--- src/inc/sdmr_pkg.sv ---
package sdmr_pkg;
	localparam logic [7:0] SDMR_ADDR_INFO = 8'h00;
	localparam logic [7:0] SDMR_ADDR_FEAT = 8'h01;
	localparam int SDMR_DAI_BIT = 0;
	localparam int SDMR_ZQ_LO = 3;
	localparam logic [1:0] SDMR_ZQ_NOTRUN = 2'h0;
	localparam logic [1:0] SDMR_ZQ_OPEN = 2'h1;
	localparam logic [1:0] SDMR_ZQ_SHORT = 2'h2;
	localparam logic [1:0] SDMR_ZQ_PASS = 2'h3;
	localparam logic [2:0] SDMR_BL4 = 3'h2;
	localparam logic [2:0] SDMR_BL8 = 3'h3;
	localparam logic [2:0] SDMR_BL16 = 3'h4;
	localparam logic [2:0] SDMR_WR_MIN = 3'h1;
	localparam logic [2:0] SDMR_WR_MAX = 3'h6;
	localparam logic [3:0] SDMR_WR_BASE = 4'h2;
	localparam logic [7:0] SDMR_FEAT_RESET = 8'h22;
	localparam logic [3:0] SDMR_CAL_CYCLES = 4'h8;
endpackage

--- src/rtl/sdmr_regs.sv ---
`timescale 1ns/100ps
module sdmr_regs
	import sdmr_pkg::*;
#(
	parameter int INIT_CYCLES = 16
) (
	input wire logic ref_clk,
	input wire logic rst,
	input wire logic mrw_valid,
	input wire logic [7:0] mrw_addr,
	input wire logic [7:0] mrw_data,
	input wire logic mrr_valid,
	input wire logic [7:0] mrr_addr,
	input wire logic cal_init_cmd,
	input wire logic zq_tied_supply,
	input wire logic zq_shorted_gnd,
	input wire logic burst_start,
	input wire logic burst_is_write,
	input wire logic burst_ap,
	input wire logic [3:0] burst_col,
	output logic [7:0] mrr_data,
	output logic mrr_ack,
	output logic [3:0] beat_col,
	output logic beat_valid,
	output logic burst_illegal,
	output logic precharge_start,
	output logic factory_impedance,
	output logic cal_busy
);
	initial begin
		if (INIT_CYCLES < 1 || INIT_CYCLES > 65535) begin
			$error("INIT_CYCLES out of range");
		end
	end

	typedef enum logic [1:0] {
		SDMR_IDLE = 2'h0, SDMR_BURST = 2'h1, SDMR_REC = 2'h3
	} sdmr_state_e;

	////////////////////////////////////////////////////////////////////////
	// Two-flop synchronisers for pin levels
	logic [1:0] tie_sync_reg, tie_sync_next;
	logic [1:0] gnd_sync_reg, gnd_sync_next;
	always_comb begin
		tie_sync_next = {tie_sync_reg[0], zq_tied_supply};
		gnd_sync_next = {gnd_sync_reg[0], zq_shorted_gnd};
	end
	always_ff @(posedge ref_clk or posedge rst) begin
		if (rst) begin
			tie_sync_reg <= 2'h0;
			gnd_sync_reg <= 2'h0;
		end else begin
			tie_sync_reg <= tie_sync_next;
			gnd_sync_reg <= gnd_sync_next;
		end
	end

	////////////////////////////////////////////////////////////////////////
	// Auto-init, calibration and register state
	logic [15:0] init_cnt_reg, init_cnt_next;
	logic dai_reg, dai_next;
	logic [1:0] zq_reg, zq_next;
	logic [3:0] cal_cnt_reg, cal_cnt_next;
	logic cal_busy_reg, cal_busy_next;
	logic [7:0] feat_reg, feat_next;
	logic [7:0] rd_reg, rd_next;
	logic ack_reg, ack_next;
	logic fimp_reg, fimp_next;
	logic zq_locked;

	assign zq_locked = (zq_reg == SDMR_ZQ_OPEN) || (zq_reg == SDMR_ZQ_SHORT);

	always_comb begin
		init_cnt_next = init_cnt_reg;
		dai_next = dai_reg;
		zq_next = zq_reg;
		cal_cnt_next = cal_cnt_reg;
		cal_busy_next = cal_busy_reg;
		feat_next = feat_reg;
		rd_next = rd_reg;
		ack_next = 1'b0;
		if (dai_reg) begin
			if (init_cnt_reg == 16'(INIT_CYCLES - 1)) begin
				dai_next = 1'b0;
			end else begin
				init_cnt_next = init_cnt_reg + 16'h1;
			end
		end
		if (cal_init_cmd && !cal_busy_reg && !zq_locked) begin
			cal_busy_next = 1'b1;
			cal_cnt_next = 4'h0;
		end else if (cal_busy_reg) begin
			if (cal_cnt_reg == SDMR_CAL_CYCLES - 4'h1) begin
				cal_busy_next = 1'b0;
				if (tie_sync_reg[1]) begin
					zq_next = SDMR_ZQ_OPEN;
				end else if (gnd_sync_reg[1]) begin
					zq_next = SDMR_ZQ_SHORT;
				end else begin
					zq_next = SDMR_ZQ_PASS;
				end
			end else begin
				cal_cnt_next = cal_cnt_reg + 4'h1;
			end
		end
		if (mrw_valid && mrw_addr == SDMR_ADDR_FEAT) begin
			feat_next = mrw_data;
		end
		if (mrr_valid) begin
			ack_next = 1'b1;
			rd_next = 8'h00;
			if (mrr_addr == SDMR_ADDR_INFO) begin
				rd_next[SDMR_DAI_BIT] = dai_reg;
				rd_next[SDMR_ZQ_LO +: 2] = zq_reg;
			end
		end
		fimp_next = zq_locked;
	end

	always_ff @(posedge ref_clk or posedge rst) begin
		if (rst) begin
			init_cnt_reg <= 16'h0;
			dai_reg <= 1'b1;
			zq_reg <= SDMR_ZQ_NOTRUN;
			cal_cnt_reg <= 4'h0;
			cal_busy_reg <= 1'b0;
			feat_reg <= SDMR_FEAT_RESET;
			rd_reg <= 8'h00;
			ack_reg <= 1'b0;
			fimp_reg <= 1'b0;
		end else begin
			init_cnt_reg <= init_cnt_next;
			dai_reg <= dai_next;
			zq_reg <= zq_next;
			cal_cnt_reg <= cal_cnt_next;
			cal_busy_reg <= cal_busy_next;
			feat_reg <= feat_next;
			rd_reg <= rd_next;
			ack_reg <= ack_next;
			fimp_reg <= fimp_next;
		end
	end

	assign mrr_data = rd_reg;
	assign mrr_ack = ack_reg;
	assign factory_impedance = fimp_reg;
	assign cal_busy = cal_busy_reg;

	////////////////////////////////////////////////////////////////////////
	// Burst address sequencer and write recovery
	logic [2:0] bl_code;
	logic bt_int, nowrap;
	logic [2:0] wr_code;
	assign bl_code = feat_reg[2:0];
	assign bt_int = feat_reg[3];
	assign nowrap = feat_reg[4];
	assign wr_code = feat_reg[7:5];

	function automatic logic [3:0] beat_addr(input logic [3:0] start,
			input logic [3:0] idx, input logic [2:0] bl,
			input logic inter, input logic nw);
		logic [3:0] r;
		r = start + idx;
		if (nw) begin
			beat_addr = r;
		end else if (bl == SDMR_BL4) begin
			beat_addr = {start[3:2], r[1:0]};
		end else if (bl == SDMR_BL8) begin
			if (inter) begin
				beat_addr = {start[3], start[2:0] ^ idx[2:0]};
			end else begin
				beat_addr = {start[3], r[2:0]};
			end
		end else begin
			beat_addr = r;
		end
	endfunction

	function automatic logic [3:0] burst_last(input logic [2:0] bl);
		if (bl == SDMR_BL8) begin
			burst_last = 4'h7;
		end else if (bl == SDMR_BL16) begin
			burst_last = 4'hf;
		end else begin
			burst_last = 4'h3;
		end
	endfunction

	sdmr_state_e st_reg, st_next;
	logic [3:0] start_reg, start_next;
	logic [3:0] idx_reg, idx_next;
	logic [3:0] rec_reg, rec_next;
	logic wap_reg, wap_next;
	logic [3:0] bcol_reg, bcol_next;
	logic bval_reg, bval_next;
	logic bill_reg, bill_next;
	logic pre_reg, pre_next;
	logic [3:0] wr_cycles;
	assign wr_cycles = {1'b0, wr_code} + SDMR_WR_BASE;

	always_comb begin
		st_next = st_reg;
		start_next = start_reg;
		idx_next = idx_reg;
		rec_next = rec_reg;
		wap_next = wap_reg;
		bcol_next = bcol_reg;
		bval_next = 1'b0;
		bill_next = 1'b0;
		pre_next = 1'b0;
		case (st_reg)
			SDMR_IDLE: begin
				if (burst_start) begin
					start_next = {burst_col[3:1], 1'b0};
					idx_next = 4'h0;
					wap_next = burst_is_write && burst_ap;
					st_next = SDMR_BURST;
					bill_next = (nowrap && bl_code != SDMR_BL4) ||
						(bt_int && bl_code == SDMR_BL16) ||
						!(bl_code inside {SDMR_BL4, SDMR_BL8, SDMR_BL16}) ||
						(wr_code < SDMR_WR_MIN) ||
						(wr_code > SDMR_WR_MAX);
				end
			end
			SDMR_BURST: begin
				bval_next = 1'b1;
				bcol_next = beat_addr(start_reg, idx_reg, bl_code, bt_int,
					nowrap);
				idx_next = idx_reg + 4'h1;
				if (idx_reg == burst_last(bl_code)) begin
					rec_next = 4'h1;
					st_next = wap_reg ? SDMR_REC : SDMR_IDLE;
				end
			end
			SDMR_REC: begin
				rec_next = rec_reg + 4'h1;
				if (rec_reg == wr_cycles) begin
					pre_next = 1'b1;
					st_next = SDMR_IDLE;
				end
			end
			default: st_next = SDMR_IDLE;
		endcase
	end

	always_ff @(posedge ref_clk or posedge rst) begin
		if (rst) begin
			st_reg <= SDMR_IDLE;
			start_reg <= 4'h0;
			idx_reg <= 4'h0;
			rec_reg <= 4'h0;
			wap_reg <= 1'b0;
			bcol_reg <= 4'h0;
			bval_reg <= 1'b0;
			bill_reg <= 1'b0;
			pre_reg <= 1'b0;
		end else begin
			st_reg <= st_next;
			start_reg <= start_next;
			idx_reg <= idx_next;
			rec_reg <= rec_next;
			wap_reg <= wap_next;
			bcol_reg <= bcol_next;
			bval_reg <= bval_next;
			bill_reg <= bill_next;
			pre_reg <= pre_next;
		end
	end

	assign beat_col = bcol_reg;
	assign beat_valid = bval_reg;
	assign burst_illegal = bill_reg;
	assign precharge_start = pre_reg;

	////////////////////////////////////////////////////////////////////////
	// Checks
	a_col_zero_even: assert property (@(posedge ref_clk) disable iff (rst)
		beat_valid && $past(idx_reg) == 4'h0 |-> beat_col[0] == 1'b0)
		else $error("start column not even");
	a_info_reserved: assert property (@(posedge ref_clk) disable iff (rst)
		mrr_ack && $past(mrr_addr) == SDMR_ADDR_INFO |->
		mrr_data[7:5] == 3'h0 && mrr_data[2:1] == 2'h0)
		else $error("reserved info bits not zero");
	a_zq_hold_steady: assert property (@(posedge ref_clk) disable iff (rst)
		!$past(cal_busy_reg) |-> $stable(zq_reg))
		else $error("self-test field changed without calibration");
	a_zq_lock_ignore: assert property (@(posedge ref_clk) disable iff (rst)
		zq_locked |=> !cal_busy_reg)
		else $error("calibration accepted while locked");
	a_init_done_clear: assert property (@(posedge ref_clk) disable iff (rst)
		!dai_reg |=> !dai_reg)
		else $error("init status rose again");
	a_bl4_wrap_order: assert property (@(posedge ref_clk) disable iff (rst)
		beat_valid && !nowrap && bl_code == SDMR_BL4 |->
		beat_col[3:2] == start_reg[3:2])
		else $error("four-beat wrap left its block");
	a_bl8_wrap_order: assert property (@(posedge ref_clk) disable iff (rst)
		beat_valid && !nowrap && bl_code == SDMR_BL8 |->
		beat_col[3] == start_reg[3])
		else $error("eight-beat wrap left its block");
	a_prech_delay: assert property (@(posedge ref_clk) disable iff (rst)
		st_reg == SDMR_BURST && st_next == SDMR_REC && wr_code == 3'h1 |->
		##4 precharge_start)
		else $error("precharge not at programmed delay");
endmodule

--- config.mk ---
export PLATFORM = sky130hd
export DESIGN_NAME = sdmr_regs
export DESIGN_NICKNAME = d
export VERILOG_FILES = /design/src/inc/sdmr_pkg.sv /design/src/rtl/sdmr_regs.sv
export SDC_FILE = /design/constraint.sdc
export NUM_CORES = 1
export LEC_CHECK = 0
export ABC_AREA = 1
export BUFFER_PORTS_ARGS = -buffer_cell sky130_fd_sc_hd__buf_4
export CAP_MARGIN = 20
export CORE_UTILIZATION = 29
export DETAILED_ROUTE_END_ITERATION = 10
export PLACE_DENSITY_LB_ADDON = 0.15
export SLEW_MARGIN = 5
export SYNTH_ARGS = -nofsm -noshare
export SYNTH_HDL_FRONTEND = slang
export SYNTH_SLANG_ARGS = --single-unit
export TNS_END_PERCENT = 50
--- constraint.sdc ---
create_clock -name ref_clk -period 3.7 [get_ports ref_clk]
set_input_delay 0.37 -clock ref_clk [delete_from_list [all_inputs] [get_ports ref_clk]]
set_output_delay 0.37 -clock ref_clk [all_outputs]
set_load 0.05 [all_outputs]
After elaboration in Yosys (flattened, before gate mapping):

Cells that the tools add are included.

* flip-flop bits (word level): 62
* output and inout port bits: 18

* reduce and logical (&&, ||, !) cells: 27
* add/sub/neg operators: 6
* bitwise operators: 3
* magnitude comparators: 2
* equality and inequality tests: 17
* multiplexer cells: 34

Operators by type and width (count)
* $mux 4: 11
* $add 16x1->16 const B: 1
* $eq 16x4->1 const B: 1
* $pmux 4 s2: 2
* $mux 1: 13
* $add 4x1->4 const B: 3
* $mux 2: 6
* $reduce_and 2->1: 5
* $eq 4x4->1: 2
* $eq 8x1->1 const B: 1
* $logic_not 8->1: 1
* $ne 2x2->1 const B: 4
* $eq 3x2->1 const B: 2
* $logic_and 1x1->1: 6
* $pmux 2 s3: 1
* $reduce_and 3->1: 2
* $reduce_bool 2->1: 3
* $logic_or 1x1->1: 5
* $add 3x2->4 const B: 1
* $add 4x4->4: 1
* $eq 2x1->1 const B: 2
* $eq 2x2->1 const B: 2
* $eq 4x3->1 const B: 1
* $eq 3x3->1 const B: 1
* 9 further kinds: 12

Depth between registers and ports, before layout:

Gate-level depths: netlist of run 1.

* word-level depth: 8
* gate-level depth with buffers: 10
* mapped depth without buffers: 10

Least setup slack after synthesis of run 1:

Ideal clock, no wire load.

* kind: flip-flop to flip-flop
* from: register init_cnt_reg[0]
* to: register init_cnt_reg[8]
* stages on the path, launching flop included: 10
* arrival: 1424 ps
* setup time: 74 ps
* slack: 2203 ps
* data required time: 3626 ps
* cell sequence: dfrtp_1 ha_1 inv_1 nor2_4 inv_2 nor2_2 a21boi_2 buf_6 nand2_1 o21ai_2

* word-level cells in the longest chain between the ends: 3
* elaborated cells on any way between the ends: 4
* those cells by class: 1 x add/sub; 1 x eq/ne; 1 x bitwise; 1 x reduce/logical

Ends and longest elaborated chain
* start: declaration: RTL line sdmr_regs.sv:60 `logic [15:0] init_cnt_reg, init_cnt_next;`
* start signal: assignment: RTL line sdmr_regs.sv:132 `init_cnt_reg <= init_cnt_next;`
* branches (longest 3 deep; another with $add 16x1->16)

Parallel ways; which one is timed is not known.
A chain may end at the register's enable or synchronous reset.

Worst setup path after layout of run 1:

Same ends and word-level chain as after synthesis.

==> results.ini, run 1 <==
[outcome]
run_status=finished, final reports clean

[sta]
final_critical_delay_including_setup_and_external_delays_ns=1.85
post-route-period-util_pct=49.9
setup_ws_final_ns=1.85
timing_max_transition_violations_final=0
timing.max_slew.rel_slack_pct=66.5
setup_viol_count_final=0
max_freq_mhz=542
max_slew.worst_pin.slew_ns=0.500
rsz0062_at_grt=no
tns_ns=0
fin_worst_skew_ns=0.00368
final_hold_violation_count=0

[floorplan]
dieHeight_um=109
floorplan.initialDensity_pct=30.1
placeableCoreArea_um2=10900
die_w_um=109
core.rowCount=38
dieArea_um2=11800
floorplan.io_pins=56

[route]
routed_wirelength_um=6830
post_drt_wl_per_cell_um=11.1
drcViolationCount=0
drt.antenna.violating_nets=0
drt-vias-per-instance=4.41
drt_pre_antenna_iters=4
num_vias=2724
count_of_routing_violations_after_the_opening_detailed_route_iteration=129

[synth]
synth_area_per_cell_um2=7.96
top_cell_type_s_share_of_synthesized_area_pct=44.8
netlist_instances=414
yosys_warnings=0
syn_area_um2=3290
ys_seq_area_share_pct=47.2
yosys.cell_types.count=33
synth_area_leader_cell=dfrtp_1
synth.area.top_cells=dfrtp_1, nand2_1, inv_1
synth_register_bits=62

[clock_network]
cts_max_level=3
clk_pin_slew_worst_paths_ns=0.06
clock_latency_ns=0.32
cts_buffers=9
cts_tree=done
clock_path_buffers=2
cts.sink_count=62
ctsRootBufferMaster=clkbuf_16
cts_setup_buffers=0

[power]
static-leakage-power_nw=2.08
power-per-cell-area_nw_per_um2=678
vdd.ir_drop.worst_mv=0.336

[global_routing]
global_route.usage.total_pct=13.1
grt_pass1_vias=2647
grt_start_max_net_pins=48
final_global_route_overflow_total=0
grt_pass1_wl_um=11900
grt_antenna_before_repair=0

[cells_and_area]
layout.core_utilization_pct=38.4
final_cell_mix=nand2_1, dfrtp_1, inv_1
mostFrequentLayoutCell=nand2_1
finalNetCount=520
register_area_um2=1560
drive_gt1_share_pct=19.1
multi_input_area_um2=1470
largest_reg_flops=16
fill_cells=1144
synthToLayoutAreaGrowth_pct=27.6
num_antenna_cells=0

[flow_run]
timing.max_cap.violations=0

[setup_path]
critical_path_arrival_ns=2.10
critPathSlowestCell=dfrtp_1
critical_path_required_ns=3.96
crit_path_end_kind=register
crit_chain=ha_1 > inv_1 > nor2_4 > inv_2 > nor2_2 > a21boi_2 > buf_8 > nand2_1 > o21ai_2
critical_path.startpoint_type=register
timing.critical_path.fanout_max=16
critical-path-max-stage-delay_ns=0.42
worst-path-buf-inv=3
timing.critical_path.max_delay_family=compound AO/OA/AOI/OAI gates
criticalPathCategory=register to register

[place]
placement.io_buffers=49
gp_congestion=0.763
detailedPlace.worstSlack_ns=1.86
post-dp-hpwl_um=4930

[worst_hold_path]
min-delay-path-class=input pin to register

==> metal layers <==
metal	global-route usage, %	wire length, µm	vias up
met5	0	0	-
met4	4.34	48	0
met3	3.74	297	4
met2	22.8	3330	55
met1	15.4	3160	1240
li1	-	-	1425
==> final timing paths <==
kind | start | to | slack, ns | depth (start not counted)
min | zq_tied_supply | tie_sync_reg[0]$_DFF_PP0_ | 0.16 | 1
max in group asynchronous | rst | dai_reg$_DFF_PP1_ | 2.60 | 4
max | init_cnt_reg[0]$_DFFE_PP0P_ | init_cnt_reg[8]$_DFFE_PP0P_ | 1.85 | 9
min in group asynchronous | rst | cal_cnt_reg[3]$_DFFE_PP0P_ | 0.54 | 3
min reg2reg | tie_sync_reg[0]$_DFF_PP0_ | tie_sync_reg[1]$_DFF_PP0_ | 0.34 | 0
max reg2reg | init_cnt_reg[0]$_DFFE_PP0P_ | init_cnt_reg[8]$_DFFE_PP0P_ | 1.85 | 9
==> final cells by class <==
type	instances	area share, %
flip-flops and latches	62	37.0
multi-input cells	289	34.9
repair buffers	53	10.0
clock buffers	9	5.36
inverters	57	5.09
well taps	140	4.17
clock inverters	7	3.45
==> through the flow <==
step	instance area (µm²)	hold WS [ns]	power, mW	cells
after global routing	4200	0.144	3.06	617
after CTS	4170	0.147	2.89	615
after floorplan	3310	0.331	1.59	418
after global placement	3790	0.335	1.81	598
final	4200	0.160	2.85	617
after detailed placement	3800	0.337	1.82	599
==> cells by family after synthesis <==
kind of cell             Yosys count  synth area share (%)
AO/OA/AOI/OAI                     44                  8.13
XOR/XNOR                          15                  3.99
other                              1                 0.114
AND/OR/NAND/NOR                  215                  27.8
adder cells (fa/ha/maj)           10                  4.03
flip-flops                        62                  47.2
buffers and inverters             67                  8.70
==> where the power goes <==
| group | internal, mW | switching, mW |
|---|---|---|
| clock | 0.730 | 0.324 |
| combinational | 0.307 | 0.524 |
| sequential | 0.836 | 0.131 |
| total | 1.87 | 0.979 |
==> timing repair <==
action	4_1_cts	5_1_grt
hold buffers	0	1
endpoints found under the hold margin	0	9
gates resized for setup	0	0
==> cell usage after synthesis <==
master,number
nand2_1,126
dfrtp_1,59
inv_1,55
nand3_1,33
nor2_1,27
o21ai_0,21
xor2_1,12
a21oi_1,9
ha_1,9
nor3_1,9
o21ai_2,9
nand4_1,8
buf_4,5
dfstp_2,3
or2_2,3
xnor2_1,3
buf_6,2
clkbuf_1,2
inv_2,2
nand2_2,2
nor3b_1,2
o22ai_1,2
a21boi_2,1
a22oi_1,1
and2_1,1
buf_2,1
conb_1,1
fa_1,1
nor2_2,1
nor2_4,1
nor4_1,1
o21bai_1,1
or2_1,1
(Power assumes the default switching activity.)
==> inputs of run 2 (changes only) <==
==> constraint.sdc (replaced) <==
create_clock -name ref_clk -period 1.79 [get_ports ref_clk]
set_input_delay 0.179 -clock ref_clk [delete_from_list [all_inputs] [get_ports ref_clk]]
set_output_delay 0.179 -clock ref_clk [all_outputs]
set_load 0.05 [all_outputs]
==> run 2 against run 1 <==
- largest cell class unchanged
- register-to-register slack worse by 1.7 ns
- first-iteration DRC count did not move
- worst hold slack worse by 0.11 ns
- critical endpoint is now beat_col[2]$_DFFE_PP0P_
==> results.ini, run 2 (same netlist as run 1, synthesis figures left out) <==
[setup_path]
criticalPathCategory=register to register
timing.critical_path.mode_cell=nand2_1
critPathSlowestCell=fa_1
critical_path_arrival_ns=1.88  ; -0.22 ns
critical_path.startpoint_type=register
timing.critical_path.fanout_max=4  ; -12
critPathLaunch=idx_reg[1]$_DFFE_PP0P_
worst-path-buf-inv=1  ; -2
timing.critical_path.max_delay_family=adder cells
cp_depth=8  ; -1
cp-endpoint=beat_col[2]$_DFFE_PP0P_
regToRegSetupSlack_ns=0.18  ; -1.68 ns
critical-path-max-stage-delay_ns=0.48  ; +0.06 ns
endpoint_of_the_worst_slack_reg_to_reg_timing_path=beat_col[2]$_DFFE_PP0P_
r2r.worst_path.cells=8  ; -1
startpoint_of_the_most_critical_register_to_register_path=idx_reg[1]$_DFFE_PP0P_
critical_path_required_ns=2.05  ; -1.91 ns
crit_path_end_kind=register
crit_chain=ha_1 > fa_1 > inv_1 > o21ai_0 > nand2_1 > o21ai_0 > nand2_1 > nand2_1

[cells_and_area]
final_cell_mix=nand2_1, dfrtp_1, inv_1
num_antenna_cells=0  ; unchanged
synthToLayoutAreaGrowth_pct=28.6
mostFrequentLayoutCell=nand2_1
finalNetCount=527  ; +1.3%
largest_reg_flops=16  ; unchanged
drive_gt1_share_pct=19.8  ; +0.76 points
instances_no_fill=624  ; +1.1%

[floorplan]
core.rowCount=38  ; unchanged
dieArea_um2=11800  ; unchanged
floorplan.io_pins=56  ; unchanged
dieHeight_um=109  ; unchanged
floorplan.initialDensity_pct=30.1  ; unchanged
placeableCoreArea_um2=10900  ; unchanged
die_w_um=109  ; unchanged

[global_routing]
grt_start_max_net_pins=25  ; -48%
grt_pass1_wl_um=11900  ; about the same
grt_pass1_vias=2783  ; +5.1%
global_route.usage.total_pct=12.9  ; -0.16 points
final_global_route_overflow_total=0  ; unchanged
grt_antenna_before_repair=0  ; unchanged

[place]
place_inst=604  ; +0.83%
post-dp-hpwl_um=4930  ; about the same
gp_congestion=0.763  ; about the same
placement.io_buffers=49  ; unchanged

[sta]
setup_viol_count_final=0  ; unchanged
final_critical_delay_including_setup_and_external_delays_ns=1.61  ; -0.233 ns
tns_ns=0  ; unchanged
whs_ns=0.0481  ; -0.112 ns
rsz0062_at_grt=no
max_freq_mhz=620  ; +14%
post-route-period-util_pct=90.2  ; +40 points
fin_worst_skew_ns=0.00598  ; +0.00231 ns
final_hold_violation_count=0  ; unchanged
timing_max_transition_violations_final=0  ; unchanged

[flow_run]
timing.max_cap.violations=0  ; unchanged

[clock_network]
cts_max_level=3  ; unchanged
clock_latency_ns=0.32  ; about the same
clk_pin_slew_worst_paths_ns=0.06  ; about the same
clock_path_buffers=2  ; unchanged
ctsRootBufferMaster=clkbuf_16
cts_buffers=9  ; unchanged
cts_tree=done
cts.sink_count=62  ; unchanged

[route]
count_of_routing_violations_after_the_opening_detailed_route_iteration=129  ; unchanged
drt.antenna.violating_nets=0  ; unchanged
routed_wirelength_um=6720  ; -1.7%
drcViolationCount=0  ; unchanged
post_drt_wl_per_cell_um=10.8  ; -2.8%
drt-vias-per-instance=4.37  ; -1.0%
num_vias=2727  ; +0.11%
drt_pre_antenna_iters=6  ; +2

[outcome]
run_status=finished, final reports clean

[power]
vdd.ir_drop.worst_mv=0.547  ; +63%
power-per-cell-area_nw_per_um2=1330  ; +97%
static-leakage-power_nw=2.10  ; +1.1%

[worst_hold_path]
min-delay-path-class=input pin to register

==> run 2: per-layer routing <==
layer / up-vias / wire length [µm] / track usage (%)
met1: 1232 / 3090 / 14.4
met2: 53 / 3310 / 23.5
met3: 7 / 252 / 3.44
met5: - / 0 / 0
met4: 0 / 68 / 4.63
li1: 1435 / - / -
==> run 2: layout make-up <==
class | count | area [µm²]
sequential | 62 | 1560
inverter | 57 | 214
multi-input combinational | 289 | 1470
fill | 1140 | 6700
timing repair buffer | 60 | 498
clock inverter | 7 | 96.3
clock buffer | 9 | 225
tap | 140 | 175
==> run 2: worst min path at each step <==
stage / start / end / slack, ns / cells past startpoint
2_1_floorplan: zq_shorted_gnd / gnd_sync_reg[0]$_DFF_PP0_ / 0.21 / 0
3_3_place_gp: rst / precharge_start$_DFF_PP0_ / 0.23 / 2
3_5_place_dp: rst / precharge_start$_DFF_PP0_ / 0.24 / 2
4_1_cts: burst_col[2] / start_reg[2]$_DFFE_PP0P_ / 0.04 / 3
5_1_grt: burst_col[2] / start_reg[2]$_DFFE_PP0P_ / 0.06 / 3
6_report: burst_col[2] / start_reg[2]$_DFFE_PP0P_ / 0.05 / 3
==> run 2: where the power goes <==
part	switching [mW]	total (mW)	internal, mW
combinational	1.11	1.78	0.671
sequential	0.262	1.99	1.73
clock	0.651	1.87	1.22
total	2.03	5.65	3.62
==> run 2: worst register-to-register path, stage by stage (launching register included) <==
cell and delay (ns):
dfrtp_1 0.41, ha_1 0.21, fa_1 0.48, inv_1 0.06
o21ai_0 0.07, nand2_1 0.06, o21ai_0 0.14, nand2_1 0.07
nand2_1 0.06
==> run 2: per-stage QoR <==
| step | cell area, µm² | power (mW) | util [%] | setup slack [ns] |
|---|---|---|---|---|
| after global placement | 3870 | 3.78 | 35.4 | 0.203 |
| final | 4240 | 5.65 | 38.7 | 0.176 |
| after floorplan | 3310 | 3.29 | - | 0.0746 |
| after global routing | 4240 | 6.07 | 38.7 | 0.0545 |
| after CTS | 4230 | 5.73 | 38.7 | 0.177 |
| after detailed placement | 3870 | 3.80 | 35.4 | 0.208 |
==> run 2: timing repair <==
action                                  CTS  global route
setup buffers                             0             0
endpoints found under the setup margin    0             2
hold endpoints to repair                 20             0
hold buffers                              4             0
gates resized for setup                   0             1
